File: src/hdl/standby_wake_reset_ctrl_defines.vh
// constants for the standby, wake and reset sequencer
// assumes a 40 MHz ref_clk and a 32-bit avalon-mm register bus
`ifndef STANDBY_WAKE_RESET_CTRL_DEFINES_VH
`define STANDBY_WAKE_RESET_CTRL_DEFINES_VH

// register byte addresses
`define ADDR_MODE_CTRL      4'h0
`define ADDR_CLK_DIV        4'h4
`define ADDR_STATUS         4'h8
`define ADDR_FREQ_MEAS      4'hC

// mode control fields
`define MODE_CMD_LSB        0
`define MODE_CMD_HALT       2'h1
`define MODE_CMD_HOLD       2'h2
`define MODE_CMD_XTAL_HOLD  2'h3
`define MODE_POWER_SAVE_BIT 2
`define MODE_XTAL_EN_BIT    3
`define MODE_MEAS_START_BIT 4

// clock divider select: 0 gives 250 ns, 8 gives 64 us
`define CLK_DIV_RESET       4'h0
`define CLK_DIV_MAX         4'h8

// main clock and reference instruction cycle
`define MAIN_CLK_HZ         12000000
`define CYCLE_MIN_NS        250
`define MAIN_CLKS_PER_CYCLE 3

// oscillator stabilisation after a wake by interrupt
`define OSC_SETTLE_US       100
`define REF_CLK_MHZ         40
`define OSC_SETTLE_CYCLES   (`OSC_SETTLE_US * `REF_CLK_MHZ)

// system reset sequence length
`define SYS_RESET_CYCLES    16

// serial byte wake
`define SERIAL_BITS         8

// frequency measurement gate, in reference input edges
`define MEAS_GATE_EDGES     16'h0100

`endif

File: src/hdl/freq_meas_counter.v
// counts variable rc oscillator ticks over a window of crystal input edges
// assumes tick and reference edges are single-cycle pulses in ref_clk
module freq_meas_counter #(
   parameter GATE_EDGES = 16'h0100
)(
   input  wire        ref_clk,
   input  wire        sys_rst,
   input  wire        start,
   input  wire        osc_tick,
   input  wire        ref_edge,
   output wire        busy,
   output reg  [15:0] count
);
   reg [15:0] gate_reg;
   reg [15:0] acc_reg;
   reg        busy_reg;

   assign busy = busy_reg;

   always @(posedge ref_clk)
   begin
      if (sys_rst)
      begin
         gate_reg <= 16'h0000;
         acc_reg  <= 16'h0000;
         busy_reg <= 1'b0;
         count    <= 16'h0000;
      end
      else if (start && !busy_reg)
      begin
         gate_reg <= GATE_EDGES;
         acc_reg  <= 16'h0000;
         busy_reg <= 1'b1;
      end
      else if (busy_reg)
      begin
         if (osc_tick)
            acc_reg <= acc_reg + 16'h0001; // rc frequency against crystal reference
         if (ref_edge)
         begin
            if (gate_reg == 16'h0001)
            begin
               busy_reg <= 1'b0;
               count    <= acc_reg + {15'h0000, osc_tick};
            end
            gate_reg <= gate_reg - 16'h0001;
         end
      end
   end
endmodule // freq_meas_counter

File: src/hdl/standby_wake_reset_ctrl.v
// standby mode, wake source, clock divider and reset sequencer
// assumes inputs synchronous to ref_clk; avalon-mm slave with waitrequest
// How it works
// - halt stops cpu, peripherals keep clocking
// - halt leaves all oscillators running
// - halt ends on reset, watchdog, interrupt
// - hold stops cpu and all peripherals
// - hold stops ceramic, rc, crystal, variable rc
// - hold wakes on pins, port0, serial byte
// - crystal hold keeps only base timer running
// - crystal hold stops ceramic and rc oscillators
// - crystal hold retains crystal oscillator state
// - crystal hold adds base timer, calendar wakes
// - crystal hold offers power-save variant
// - divider picks nine binary cycle steps
// - power-on reset only at power-up
// - low-voltage reset combines with power-on reset
// - low-voltage use fixed by option, not registers
// - measure variable rc against crystal input
// - serial wake after eight transfer clocks
//
// Decided for this implementation: the address map and the Avalon-MM interface to the registers.
`include "standby_wake_reset_ctrl_defines.vh"
module standby_wake_reset_ctrl #(
   parameter OSC_SETTLE_CYCLES = `OSC_SETTLE_CYCLES,
   parameter SYS_RESET_CYCLES  = `SYS_RESET_CYCLES
)(
   input  wire        ref_clk,
   input  wire        sys_rst,
   // avalon-mm slave
   input  wire [3:0]  avs_address,
   input  wire        avs_read,
   input  wire        avs_write,
   input  wire [31:0] avs_writedata,
   input  wire [3:0]  avs_byteenable,
   output reg  [31:0] avs_readdata,
   output wire        avs_waitrequest,
   // reset sources
   input  wire        reset_pin_n,
   input  wire        watchdog_reset,
   input  wire        power_on_detect,
   input  wire        supply_low_detect,
   input  wire        low_voltage_detect_reset,
   // wake sources
   input  wire        ext_irq_pin_a,
   input  wire        ext_irq_pin_b,
   input  wire        ext_irq_pin_c,
   input  wire        ext_irq_pin_d,
   input  wire        ext_irq_pin_e,
   input  wire        ext_irq_pin_f,
   input  wire        port0_irq,
   input  wire        serial_clk_edge,
   input  wire        serial_rx_active,
   input  wire        base_timer_irq,
   input  wire        calendar_irq,
   input  wire        any_irq_accepted,
   // measurement inputs
   input  wire        var_rc_tick,
   input  wire        crystal_in_pin,
   // outputs to core and peripherals
   output reg         cpu_run,
   output reg         periph_clk_en,
   output reg         base_timer_clk_en,
   output reg         ceramic_oscillator,
   output reg         rc_osc_en,
   output reg         crystal_osc_en,
   output reg         var_rc_osc_en,
   output reg         power_save,
   output reg         system_reset,
   output reg         wake_irq_pending,
   output reg         cycle_enable
);
   // states, one-hot
   localparam ST_RUN   = 6'b000001;
   localparam ST_HALT  = 6'b000010;
   localparam ST_HOLD  = 6'b000100;
   localparam ST_XHOLD = 6'b001000;
   localparam ST_SETTL = 6'b010000;
   localparam ST_RESET = 6'b100000;

   reg  [5:0]  state_reg;
   reg  [5:0]  state_next;
   reg  [15:0] settle_reg;
   reg  [4:0]  rst_cnt_reg;
   reg  [3:0]  div_sel_reg;
   reg         xtal_en_reg;
   reg         power_save_reg;
   reg         xtal_keep_reg;
   reg  [3:0]  serial_cnt_reg;
   reg         serial_byte_reg;
   reg  [11:0] div_cnt_reg;
   reg         por_seen_reg;
   reg         ack_reg;
   reg         xtal_prev_reg;
   reg         mode_cmd_valid;
   reg  [1:0]  mode_cmd;
   wire        meas_busy;
   wire [15:0] meas_count;
   wire        ref_edge;
   wire        reset_wake;
   wire        pin_wake;
   wire        hold_wake;
   wire        xhold_wake;
   wire        por_reset;
   wire        lvd_reset;
   wire        wr_sel;
   wire        rd_sel;

   // address decode shared by read and write
   function sel;
      input [3:0] addr;
      input [3:0] target;
      begin
         sel = (addr == target);
      end
   endfunction

   assign ref_edge   = crystal_in_pin & ~xtal_prev_reg;
   // power-on reset is taken once, low-voltage only when optioned
   assign por_reset  = power_on_detect & ~por_seen_reg;
   assign lvd_reset  = low_voltage_detect_reset & supply_low_detect; // option pin, no register
   assign reset_wake = ~reset_pin_n | watchdog_reset | por_reset | lvd_reset;
   assign pin_wake   = ext_irq_pin_a | ext_irq_pin_b | ext_irq_pin_c |
                       ext_irq_pin_d | ext_irq_pin_e | ext_irq_pin_f;
   assign hold_wake  = pin_wake | port0_irq | serial_byte_reg;
   assign xhold_wake = hold_wake | base_timer_irq | calendar_irq;

   // a write answers one cycle late so it lands at the edge waitrequest drops
   assign avs_waitrequest = (avs_read | avs_write) & ~ack_reg;
   assign wr_sel = avs_write & ack_reg & avs_byteenable[0];
   assign rd_sel = avs_read & ~ack_reg;

   always @*
   begin
      mode_cmd_valid = wr_sel & sel(avs_address, `ADDR_MODE_CTRL) & (state_reg == ST_RUN);
      mode_cmd       = avs_writedata[`MODE_CMD_LSB+1:`MODE_CMD_LSB];
   end

   always @*
   begin
      state_next = state_reg;
      case (state_reg)
         ST_RUN:
            if (mode_cmd_valid && mode_cmd == `MODE_CMD_HALT)
               state_next = ST_HALT;
            else if (mode_cmd_valid && mode_cmd == `MODE_CMD_HOLD)
               state_next = ST_HOLD;
            else if (mode_cmd_valid && mode_cmd == `MODE_CMD_XTAL_HOLD)
               state_next = ST_XHOLD;
         ST_HALT:
            if (any_irq_accepted)
               state_next = ST_RUN; // oscillators never stopped, no settling
         ST_HOLD:
            if (hold_wake)
               state_next = ST_SETTL;
         ST_XHOLD:
            if (xhold_wake)
               state_next = ST_SETTL;
         ST_SETTL:
            if (settle_reg == 16'h0000)
               state_next = ST_RUN;
         ST_RESET:
            if (rst_cnt_reg == 5'h00)
               state_next = ST_RUN;
         default:
            state_next = ST_RESET;
      endcase
      if (reset_wake)
         state_next = ST_RESET; // full reset on pin, watchdog, power
   end

   always @(posedge ref_clk)
   begin
      if (sys_rst)
      begin
         state_reg        <= ST_RESET;
         settle_reg       <= 16'h0000;
         rst_cnt_reg      <= SYS_RESET_CYCLES[4:0];
         wake_irq_pending <= 1'b0;
         xtal_keep_reg    <= 1'b1;
         power_save_reg   <= 1'b0;
         por_seen_reg     <= 1'b0;
      end
      else
      begin
         state_reg <= state_next;
         if (power_on_detect)
            por_seen_reg <= 1'b1;
         if (state_next == ST_RESET && state_reg != ST_RESET)
            rst_cnt_reg <= SYS_RESET_CYCLES[4:0];
         else if (state_reg == ST_RESET && rst_cnt_reg != 5'h00)
            rst_cnt_reg <= rst_cnt_reg - 5'h01;
         // clears come first so a set in the same cycle still wins
         if (state_reg != ST_XHOLD)
            power_save_reg <= 1'b0;
         if (state_next == ST_RESET)
            wake_irq_pending <= 1'b0;
         else if (any_irq_accepted)
            wake_irq_pending <= 1'b0;
         if (mode_cmd_valid && mode_cmd == `MODE_CMD_XTAL_HOLD)
         begin
            xtal_keep_reg  <= xtal_en_reg; // freeze crystal state on entry
            power_save_reg <= avs_writedata[`MODE_POWER_SAVE_BIT];
         end
         if (state_next == ST_SETTL && state_reg != ST_SETTL)
         begin
            settle_reg       <= OSC_SETTLE_CYCLES[15:0];
            wake_irq_pending <= 1'b1; // resume with the waking interrupt pending
         end
         else if (state_reg == ST_SETTL && settle_reg != 16'h0000)
            settle_reg <= settle_reg - 16'h0001;
      end
   end

   // outputs from flip-flops
   always @(posedge ref_clk)
   begin
      if (sys_rst)
      begin
         cpu_run            <= 1'b0;
         periph_clk_en      <= 1'b0;
         base_timer_clk_en  <= 1'b0;
         ceramic_oscillator <= 1'b1;
         rc_osc_en          <= 1'b1;
         crystal_osc_en     <= 1'b1;
         var_rc_osc_en      <= 1'b1;
         power_save         <= 1'b0;
         system_reset       <= 1'b1;
      end
      else
      begin
         cpu_run            <= (state_next == ST_RUN); // halted in every standby mode
         periph_clk_en      <= (state_next == ST_RUN) | (state_next == ST_HALT);
         base_timer_clk_en  <= (state_next != ST_HOLD) & (state_next != ST_RESET);
         ceramic_oscillator <= (state_next != ST_HOLD) & (state_next != ST_XHOLD);
         rc_osc_en          <= (state_next != ST_HOLD) & (state_next != ST_XHOLD);
         var_rc_osc_en      <= (state_next != ST_HOLD) & (state_next != ST_XHOLD);
         if (state_next == ST_HOLD)
            crystal_osc_en <= 1'b0;
         else if (state_next == ST_XHOLD)
            crystal_osc_en <= (state_reg == ST_XHOLD) ? xtal_keep_reg : xtal_en_reg;
         else
            crystal_osc_en <= xtal_en_reg;
         power_save         <= (state_next == ST_XHOLD) &
                               (mode_cmd_valid ? avs_writedata[`MODE_POWER_SAVE_BIT] : power_save_reg);
         system_reset       <= (state_next == ST_RESET);
      end
   end

   // serial byte wake counts eight transfer clocks while frozen
   always @(posedge ref_clk)
   begin
      if (sys_rst || !serial_rx_active)
      begin
         serial_cnt_reg  <= 4'h0;
         serial_byte_reg <= 1'b0;
      end
      else if (state_reg == ST_SETTL || state_reg == ST_RUN)
         serial_byte_reg <= 1'b0;
      else if (serial_clk_edge)
      begin
         if (serial_cnt_reg == `SERIAL_BITS - 1)
         begin
            serial_cnt_reg  <= 4'h0;
            serial_byte_reg <= 1'b1;
         end
         else
            serial_cnt_reg <= serial_cnt_reg + 4'h1;
      end
   end

   // divider: 3 main-clock-equivalent ticks per 250 ns step, doubled per select step
   always @(posedge ref_clk)
   begin
      if (sys_rst)
      begin
         div_cnt_reg   <= 12'h000;
         cycle_enable  <= 1'b0;
         xtal_prev_reg <= 1'b0;
      end
      else
      begin
         xtal_prev_reg <= crystal_in_pin;
         cycle_enable  <= 1'b0;
         // one base step is 10 ref_clk cycles = 250 ns at 40 MHz; 12 bits hold 10 << 8
         // gated on the next state so no cycle pulse slips out on a standby entry
         if (state_next == ST_RUN)
         begin
            if (div_cnt_reg >= (12'h00A << div_sel_reg) - 12'h001)
            begin
               div_cnt_reg  <= 12'h000;
               cycle_enable <= 1'b1;
            end
            else
               div_cnt_reg <= div_cnt_reg + 12'h001;
         end
      end
   end

   // register file
   always @(posedge ref_clk)
   begin
      if (sys_rst)
      begin
         div_sel_reg  <= `CLK_DIV_RESET;
         xtal_en_reg  <= 1'b1;
         ack_reg      <= 1'b0;
         avs_readdata <= 32'h0000_0000;
      end
      else
      begin
         ack_reg <= (avs_read | avs_write) & ~ack_reg;
         if (wr_sel && sel(avs_address, `ADDR_CLK_DIV))
         begin
            if (avs_writedata[3:0] <= `CLK_DIV_MAX)
               div_sel_reg <= avs_writedata[3:0]; // nine steps only, others ignored
         end
         if (wr_sel && sel(avs_address, `ADDR_MODE_CTRL))
            xtal_en_reg <= avs_writedata[`MODE_XTAL_EN_BIT];
         if (rd_sel)
         begin
            if (sel(avs_address, `ADDR_MODE_CTRL))
               avs_readdata <= {27'h0, 1'b0, xtal_en_reg, power_save_reg, 2'h0};
            else if (sel(avs_address, `ADDR_CLK_DIV))
               avs_readdata <= {28'h0, div_sel_reg};
            else if (sel(avs_address, `ADDR_STATUS))
               avs_readdata <= {21'h0, meas_busy, wake_irq_pending, low_voltage_detect_reset, 2'h0, state_reg};
            else if (sel(avs_address, `ADDR_FREQ_MEAS))
               avs_readdata <= {16'h0, meas_count};
            else
               avs_readdata <= 32'h0000_0000;
         end
      end
   end

   // measurement of the variable rc oscillator against the crystal input
   freq_meas_counter #(
      .GATE_EDGES (`MEAS_GATE_EDGES)
   ) u_freq_meas (
      .ref_clk  (ref_clk),
      .sys_rst  (sys_rst),
      .start    (wr_sel & sel(avs_address, `ADDR_MODE_CTRL) & avs_writedata[`MODE_MEAS_START_BIT]),
      .osc_tick (var_rc_tick),
      .ref_edge (ref_edge),
      .busy     (meas_busy),
      .count    (meas_count)
   );
endmodule // standby_wake_reset_ctrl

File: config.mk
export PLATFORM = sky130hd
export DESIGN_NAME = standby_wake_reset_ctrl
export DESIGN_NICKNAME = d
export VERILOG_FILES = /design/src/hdl/freq_meas_counter.v /design/src/hdl/standby_wake_reset_ctrl.v
export VERILOG_INCLUDE_DIRS = /design/src /design/src/hdl
export SDC_FILE = /design/constraint.sdc
export NUM_CORES = 1
export LEC_CHECK = 0
export ABC_AREA = 1
export BUFFER_PORTS_ARGS = -buffer_cell sky130_fd_sc_hd__buf_2
export CAP_MARGIN = 20
export CORE_MARGIN = 2
export CORE_UTILIZATION = 58
export CTS_CLUSTER_DIAMETER = 200
export DETAILED_ROUTE_END_ITERATION = 8
export GPL_TIMING_DRIVEN = 1
export PLACE_DENSITY = 0.9
export SYNTH_ARGS = -nofsm -noshare
export SYNTH_HDL_FRONTEND = slang
export SYNTH_HIERARCHICAL = 1
export SYNTH_SLANG_ARGS = --single-unit
File: constraint.sdc
create_clock -name ref_clk -period 3.2 [get_ports ref_clk]
set_input_delay 0.48 -clock ref_clk [delete_from_list [all_inputs] [get_ports ref_clk]]
set_output_delay 0.48 -clock ref_clk [all_outputs]
set_load 0.02 [all_outputs]
======== After elaboration in Yosys (flattened, before gate mapping) ========
Cells that the tools add are included.
word-level totals
  bits in registers ....................... 144
  input bits .............................. 63
  output and inout port bits .............. 44
  word-level logic and storage cells ...... 171
operators by class
  add/sub/neg operators ................... 8
  $lt $le $gt $ge ......................... 2
  eq/ne operators ......................... 26
  shift-type cells ........................ 1
  mux-type cells .......................... 35
  bitwise logic cells ..................... 34
  reductions and logical operators ........ 36
operator list
  operator                                               count
  two-way mux 16 bit                                     4
  two-way mux 6 bit                                      9
  two-way mux 12 bit                                     3
  one-hot mux 6 bit (6 select lines)                     1
  subtractor 16 x 1 -> 16 bit (second input constant)    2
  two-way mux 9 bit                                      3
  adder 16 x 1 -> 16 bit                                 1
  adder 16 x 1 -> 16 bit (second input constant)         1
  equality test 16 x 1 -> 1 bit (second input constant)  1
  zero test 16 bit                                       1
  nonzero test 16 bit                                    1
  two-way mux 1 bit                                      14
  bitwise OR 1 bit                                       14
  AND 1 bit                                              13
  adder 12 x 1 -> 12 bit (second input constant)         1
  equality test 6 x 1 -> 1 bit (second input constant)   2
  equality test 6 x 2 -> 1 bit (second input constant)   2
  equality test 6 x 3 -> 1 bit (second input constant)   2
  equality test 6 x 4 -> 1 bit (second input constant)   2
  equality test 6 x 5 -> 1 bit (second input constant)   2
  equality test 6 bit (second input constant)            2
  greater-or-equal comparator 12 bit                     1
  != test 6 x 4 -> 1 bit (second input constant)         2
  != test 6 bit (second input constant)                  2
  24 further kinds                                       56

======== Longest topological paths before layout ========
  depth after elaboration ................. 15
  mapped depth ............................ 16
  gate-level depth less buffers ........... 16

======== Cells and area by module ========
The synthesis kept the hierarchy.
by module, submodules not included
  module                   times used  cells an instance  area an instance (um2)  sequential area each (um2)
  standby_wake_reset_ctrl  1           620                4,385.5                 1,581.5
  freq_meas_counter        1           411                2,643.8                 980.9

======== Worst setup path after synthesis ========
No wires, ideal clock.
  path kind ............................... register to register
  start ................................... register div_sel_reg[3]
  end ..................................... register div_cnt_reg[11]
  setup time .............................. 0.125 ns
  arrival ................................. 2.198 ns
  required time ........................... 3.075 ns
  slack ................................... 0.877 ns
  cell stages (with the launch flop) ...... 17
  buffers on the path ..................... 0
  clock period less this slack ............ 2.323 ns
  cell sequence ........................... dfxtp_1 inv_1 nand2_1 nor2_1 inv_1 ha_1 nand2_1 a21oi_1 o21ai_0 ha_1 nand4_1 nor3_1 nand2_1 nand3_1 inv_1 o21ai_4 nor3_2
on the way
  longest elaborated chain between the ends .. 4
RTL lines
  what                                RTL line                       RTL
  start: declaration                  standby_wake_reset_ctrl.v:85   reg [3:0] div_sel_reg;
  start signal: assignment            standby_wake_reset_ctrl.v:305  div_sel_reg <= `CLK_DIV_RESET;
  start signal: assignment            standby_wake_reset_ctrl.v:316  div_sel_reg <= avs_writedata[3:0];
  left shift 4 x 4 -> 12 bit          standby_wake_reset_ctrl.v:289  if (div_cnt_reg >= (12'h00A << div_sel_reg) - 12'h001)
  subtractor 12 x 1 -> 12 bit         standby_wake_reset_ctrl.v:289
  greater-or-equal comparator 12 bit  standby_wake_reset_ctrl.v:289
  two-way mux 12 bit                  standby_wake_reset_ctrl.v:289
  end signal: assignment              standby_wake_reset_ctrl.v:295  div_cnt_reg <= div_cnt_reg + 12'h001;
  end: declaration                    standby_wake_reset_ctrl.v:91   reg [11:0] div_cnt_reg;
No other way between the ends.
A chain may end at the register's enable or synchronous reset.

======== Worst setup path after layout ========
  start ................................... register div_sel_reg[3]
  end ..................................... register div_cnt_reg[0]
The elaborated chain is that of the path after synthesis.

==> impl_table.tex <==
\begin{tabular}{lr}
\hline
Metric & Value \\
\hline
\multicolumn{2}{l}{\textbf{CTS}} \\
Number of buffers created by CTS & 17 \\
Clock slew at the register clock pins of the worst setup and hold paths & 0.05 ns \\
Maximum number of buffers from clock root to sink & 2 \\
Quantity of gates resized following cts & 0 \\
Clock latency of the later-clocked register in the worst-skew pair & 0.42 ns \\
Total of hold buffers inserted after clock tree synthesis & 0 \\
Total number of H-tree levels & 4 \\
CTS tree & yes \\
Clk sink count & 128 \\
Setup repair bufs after CTS & 0 \\
Root buffer cell & clkbuf\_16 \\
\multicolumn{2}{l}{\textbf{STA}} \\
Headroom to the max-slew limit & 52.48\% \\
Hold Fails Final Rpt & 0 \\
Hold Slack & 0.2834 ns \\
RSZ-0062 raised after global routing & no \\
Number of pins with negative max-slew slack in the final report & 0 \\
Period utilization & 88.21\% \\
Final total negative setup slack & 0 ns \\
Shortest period the worst path allows & 2.823 ns \\
Maximum clock skew at final layout & 0.008101 ns \\
Slew at the pin closest to its max-slew limit & 0.7074 ns \\
Final-report setup violation count & 0 \\
Maximum operating frequency & 0.3543 GHz \\
\multicolumn{2}{l}{\textbf{Worst setup path}} \\
CP Max Fanout & 9 \\
Startpoint types & flop \\
Startpoint of the worst setup timing path & div\_sel\_reg[3]\$\_SDFFE\_PP0P\_ \\
Cell Chain, Critical Path & inv\_1 -> nand2\_1 -> nor2\_1 -> inv\_1 -> ha\_1 -> nand2\_1 -> a21oi\_1 -> o21ai\_0 -> ha\_1 -> nand2\_1 -> o21ai\_0 -> nand2\_1 -> nand3\_1 -> inv\_1 -> o21ai\_4 -> nor2\_1 \\
Worst setup EP type & flop \\
Minimum setup slack among reg-to-reg paths & 0.38 ns \\
Critical register-to-register path startpoint & div\_sel\_reg[3]\$\_SDFFE\_PP0P\_ \\
Critical R2R Capture & div\_cnt\_reg[0]\$\_SDFFE\_PP0P\_ \\
Cells on worst reg2reg path & 16 \\
Worst setup path endpoint & div\_cnt\_reg[0]\$\_SDFFE\_PP0P\_ \\
Crit path required time & 3.50 ns \\
Delay of the slowest critical-path stage & 0.42 ns \\
Critical path data arrival time & 3.12 ns \\
Cell with the largest stage delay on the worst path & dfxtp\_1 \\
Most frequent cell on the critical path & nand2\_1 \\
Setup CP Type & reg -> reg \\
\multicolumn{2}{l}{\textbf{Cells and area}} \\
Synthesis-to-layout area growth & 13.35\% \\
Number of antenna repair diodes & 0 \\
Fraction of layout cells with a size suffix above 1 & 13.53\% \\
Final nets & 1180 \\
Core occupancy in the finished layout & 66.89\% \\
\multicolumn{2}{l}{\textbf{Job}} \\
Max cap viols & 0 \\
\multicolumn{2}{l}{\textbf{Logic synthesis}} \\
Mapped Area & 7029 um\^{}2 \\
Average instance area after synthesis & 6.818 um\^{}2 \\
Instance count of the mapped netlist & 1031 \\
Part of the Yosys area used for sequential elements & 36.45\% \\
Synth Register Bits & 128 \\
Top flip-flop cell by instance count after synthesis & dfxtp\_1 \\
Share of synthesized registers carrying an async set or reset & 0\% \\
Unique cell type count in the Yosys netlist & 48 \\
Number of enable flip-flop cells after synthesis & 0 \\
Number of warning messages in the yosys log & 6 \\
\multicolumn{2}{l}{\textbf{GRT}} \\
Maximum number of pins on one net before global-route repair & 32 \\
Global-route wire length before repair & 26030 um \\
Vias in the first global route & 5928 \\
GRT Overall Usage & 24.90\% \\
Number of antenna violations at the first check in global routing & 0 \\
Remaining global-route overflow & 0 \\
\multicolumn{2}{l}{\textbf{Placed design}} \\
IO buf count & 60 \\
Half-perimeter wire length after detailed placement & 11350 um \\
Final weighted congestion in routability-driven placement & 0.8973 \\
\multicolumn{2}{l}{\textbf{Drt}} \\
Post-DRT Antenna Nets & 0 \\
Via total after detailed routing & 6575 \\
Detail-routed net length per standard cell & 12.52 um \\
Count of routing violations after the opening detailed-route iteration & 531 \\
Drt first pass iters & 5 \\
Via-to-Cell Ratio & 5.235 \\
Total detailed-routing wirelength & 15730 um \\
Residual DRC count & 0 \\
\multicolumn{2}{l}{\textbf{Power and ir drop}} \\
Worst vdd ir & 0.0004178 V \\
Total internal power & 2966 uW \\
Combinational fraction of design power & 7.9\% \\
PwrDens & 489.0 nW/um\^{}2 \\
Sequential fraction of design power & 42.7\% \\
Leakage power total & 0.003746 uW \\
Part of the power in the clock network & 49.4\% \\
Net switching power of the design & 930.7 uW \\
Net switching fraction of the power & 23.89\% \\
\multicolumn{2}{l}{\textbf{Floorplan}} \\
Die outline height & 114.1 um \\
I/O Pins & 107 \\
Core footprint & 11910 um\^{}2 \\
Area enclosed by the die boundary & 13020 um\^{}2 \\
Total number of placement rows & 40 \\
X dimension of the die & 114.1 um \\
Effective utilization at floorplan & 59.01\% \\
\multicolumn{2}{l}{\textbf{Status}} \\
Status & finished clean \\
\multicolumn{2}{l}{\textbf{Worst hold path}} \\
Type of the tightest min-delay check & in -> reg \\
\hline
\end{tabular}
-- stage by stage --
step / setup slack (ns) / cell area, um^2 / cells / total power, uW
after CTS: 0.3986 / 7968 / 1256 / 3917
after global routing: 0.1182 / 7968 / 1256 / 4040
after detailed placement: 0.4324 / 7373 / 1224 / 2004
after floorplan: 0.8768 / 7086 / 1046 / 1931
final: 0.3774 / 7968 / 1256 / 3896
after global placement: 0.5630 / 7373 / 1224 / 1989
-- critical path, delay by kind of cell (launching register included) --
family,cells,cell delay [ns]
flops,1,0.42
simple gates,7,0.73
buf+inv,3,0.30
fa+ha+maj,2,0.51
compound gates,4,0.74
-- how the worst min path moves through the flow --
stage / startpoint / to / slack [ns] / cells after the start
2_1_floorplan: por_seen_reg$_SDFFE_PP0P_ / por_seen_reg$_SDFFE_PP0P_ / 0.44 / 2
3_3_place_gp: u_freq_meas/count[7]$_SDFFE_PP0P_ / avs_readdata[7]$_SDFFE_PP0P_ / 0.45 / 2
3_5_place_dp: u_freq_meas/count[7]$_SDFFE_PP0P_ / avs_readdata[7]$_SDFFE_PP0P_ / 0.45 / 2
4_1_cts: crystal_in_pin / xtal_prev_reg$_SDFF_PP0_ / 0.28 / 3
5_1_grt: crystal_in_pin / xtal_prev_reg$_SDFF_PP0_ / 0.29 / 3
6_report: crystal_in_pin / xtal_prev_reg$_SDFF_PP0_ / 0.28 / 3
-- cell type report --
type / count / area (um^2)
clock buffers: 23 / 488.0
fillers: 1012 / 3944
clock inverters: 9 / 106.4
repair buffers: 65 / 337.8
inverters: 149 / 559.3
well taps: 147 / 183.9
multi-input cells: 735 / 3730
flip-flops and latches: 128 / 2562
-- cell families (layout without fill, tap and decap cells) --
| logic type | Yosys count | in the layout | synth area share, % |
|---|---|---|---|
| simple gates | 520 | 520 | 32.93 |
| buf+inv | 183 | 246 | 11.28 |
| compound gates | 150 | 150 | 12.05 |
| flops | 128 | 128 | 36.45 |
| xor+xnor | 28 | 28 | 3.489 |
| fa+ha+maj | 21 | 21 | 3.738 |
| other cells | 1 | 16 | 0.05335 |
-- placed cells by master (no fill, tap or decap), drive strengths merged --
| cell type | netlist | final |
|---|---|---|
| nand2 | 243 | 243 |
| nor2 | 175 | 175 |
| inv | 148 | 148 |
| dfxtp | 128 | 128 |
| a21oi | 73 | 73 |
| buf | 29 | 65 |
| o21ai | 51 | 51 |
| nand3 | 44 | 44 |
| nor3 | 24 | 24 |
| clkbuf | 5 | 23 |
| xor2 | 22 | 22 |
| ha | 21 | 21 |
| nand4 | 21 | 21 |
| conb | 1 | 16 |
| a31oi | 7 | 7 |
| xnor2 | 6 | 6 |
| or2 | 5 | 5 |
| clkinv | 1 | 5 |
| o211ai | 3 | 3 |
| o21bai | 3 | 3 |
| o21a | 3 | 3 |
| nand3b | 3 | 3 |
| clkinvlp | 0 | 3 |
| or3 | 2 | 2 |
| a22o | 2 | 2 |
| a221oi | 2 | 2 |
| o221ai | 2 | 2 |
| bufinv | 0 | 2 |
| a211oi | 2 | 2 |
| a22oi | 1 | 1 |
| a21boi | 1 | 1 |
| nor3b | 1 | 1 |
| nor4 | 1 | 1 |
| and3 | 1 | 1 |
-- power groups by stage --
stage / logic [uW] / clock network (uW) / registers [uW]
after detailed placement: 308 / 0 / 1700
after floorplan: 230 / 0 / 1700
final: 309 / 1920 / 1660
after global placement: 295 / 0 / 1690
after CTS: 309 / 1950 / 1660
after global routing: 347 / 2030 / 1670
-- metal layers --
| layer | up-vias | wire [um] | track usage [%] |
|---|---|---|---|
| met1 | 2976 | 6820 | 30.43 |
| met3 | 31 | 942 | 6.194 |
| met2 | 190 | 7624 | 42.06 |
| met5 | - | 0 | 0 |
| met4 | 0 | 342 | 10.16 |
| li1 | 3378 | - | - |
-- synthesized netlist by cell type (2+ instances only) --
cell type / count / area share [%]
nand2_1: 233 / 12
nor2_1: 149 / 8.0
inv_1: 145 / 7.7
dfxtp_1: 128 / 36
a21oi_1: 72 / 5.1
o21ai_0: 49 / 3.5
nand3_1: 42 / 3.0
xor2_1: 22 / 2.7
ha_1: 21 / 3.7
buf_4: 20 / 2.1
nor3_1: 20 / 1.4
nand4_1: 19 / 1.7
nor2_2: 18 / 1.6
nor2_4: 8 / 1.3
a31oi_1: 7 / 0.62
nand2_2: 7 / 0.62
xnor2_1: 6 / 0.75
clkbuf_1: 5 / 0.27
buf_1: 4 / 0.21
buf_6: 4 / 0.64
nor3_2: 4 / 0.57
or2_2: 4 / 0.36
inv_2: 3 / 0.16
nand2_4: 3 / 0.48
nand3b_1: 3 / 0.32
o211ai_1: 3 / 0.32
o21a_1: 3 / 0.32
o21bai_1: 3 / 0.32
a221oi_1: 2 / 0.25
a22o_1: 2 / 0.25
nand3_2: 2 / 0.28
nand4_2: 2 / 0.36
o221ai_1: 2 / 0.25
or3_1: 2 / 0.18
(Power assumes the default switching activity.)
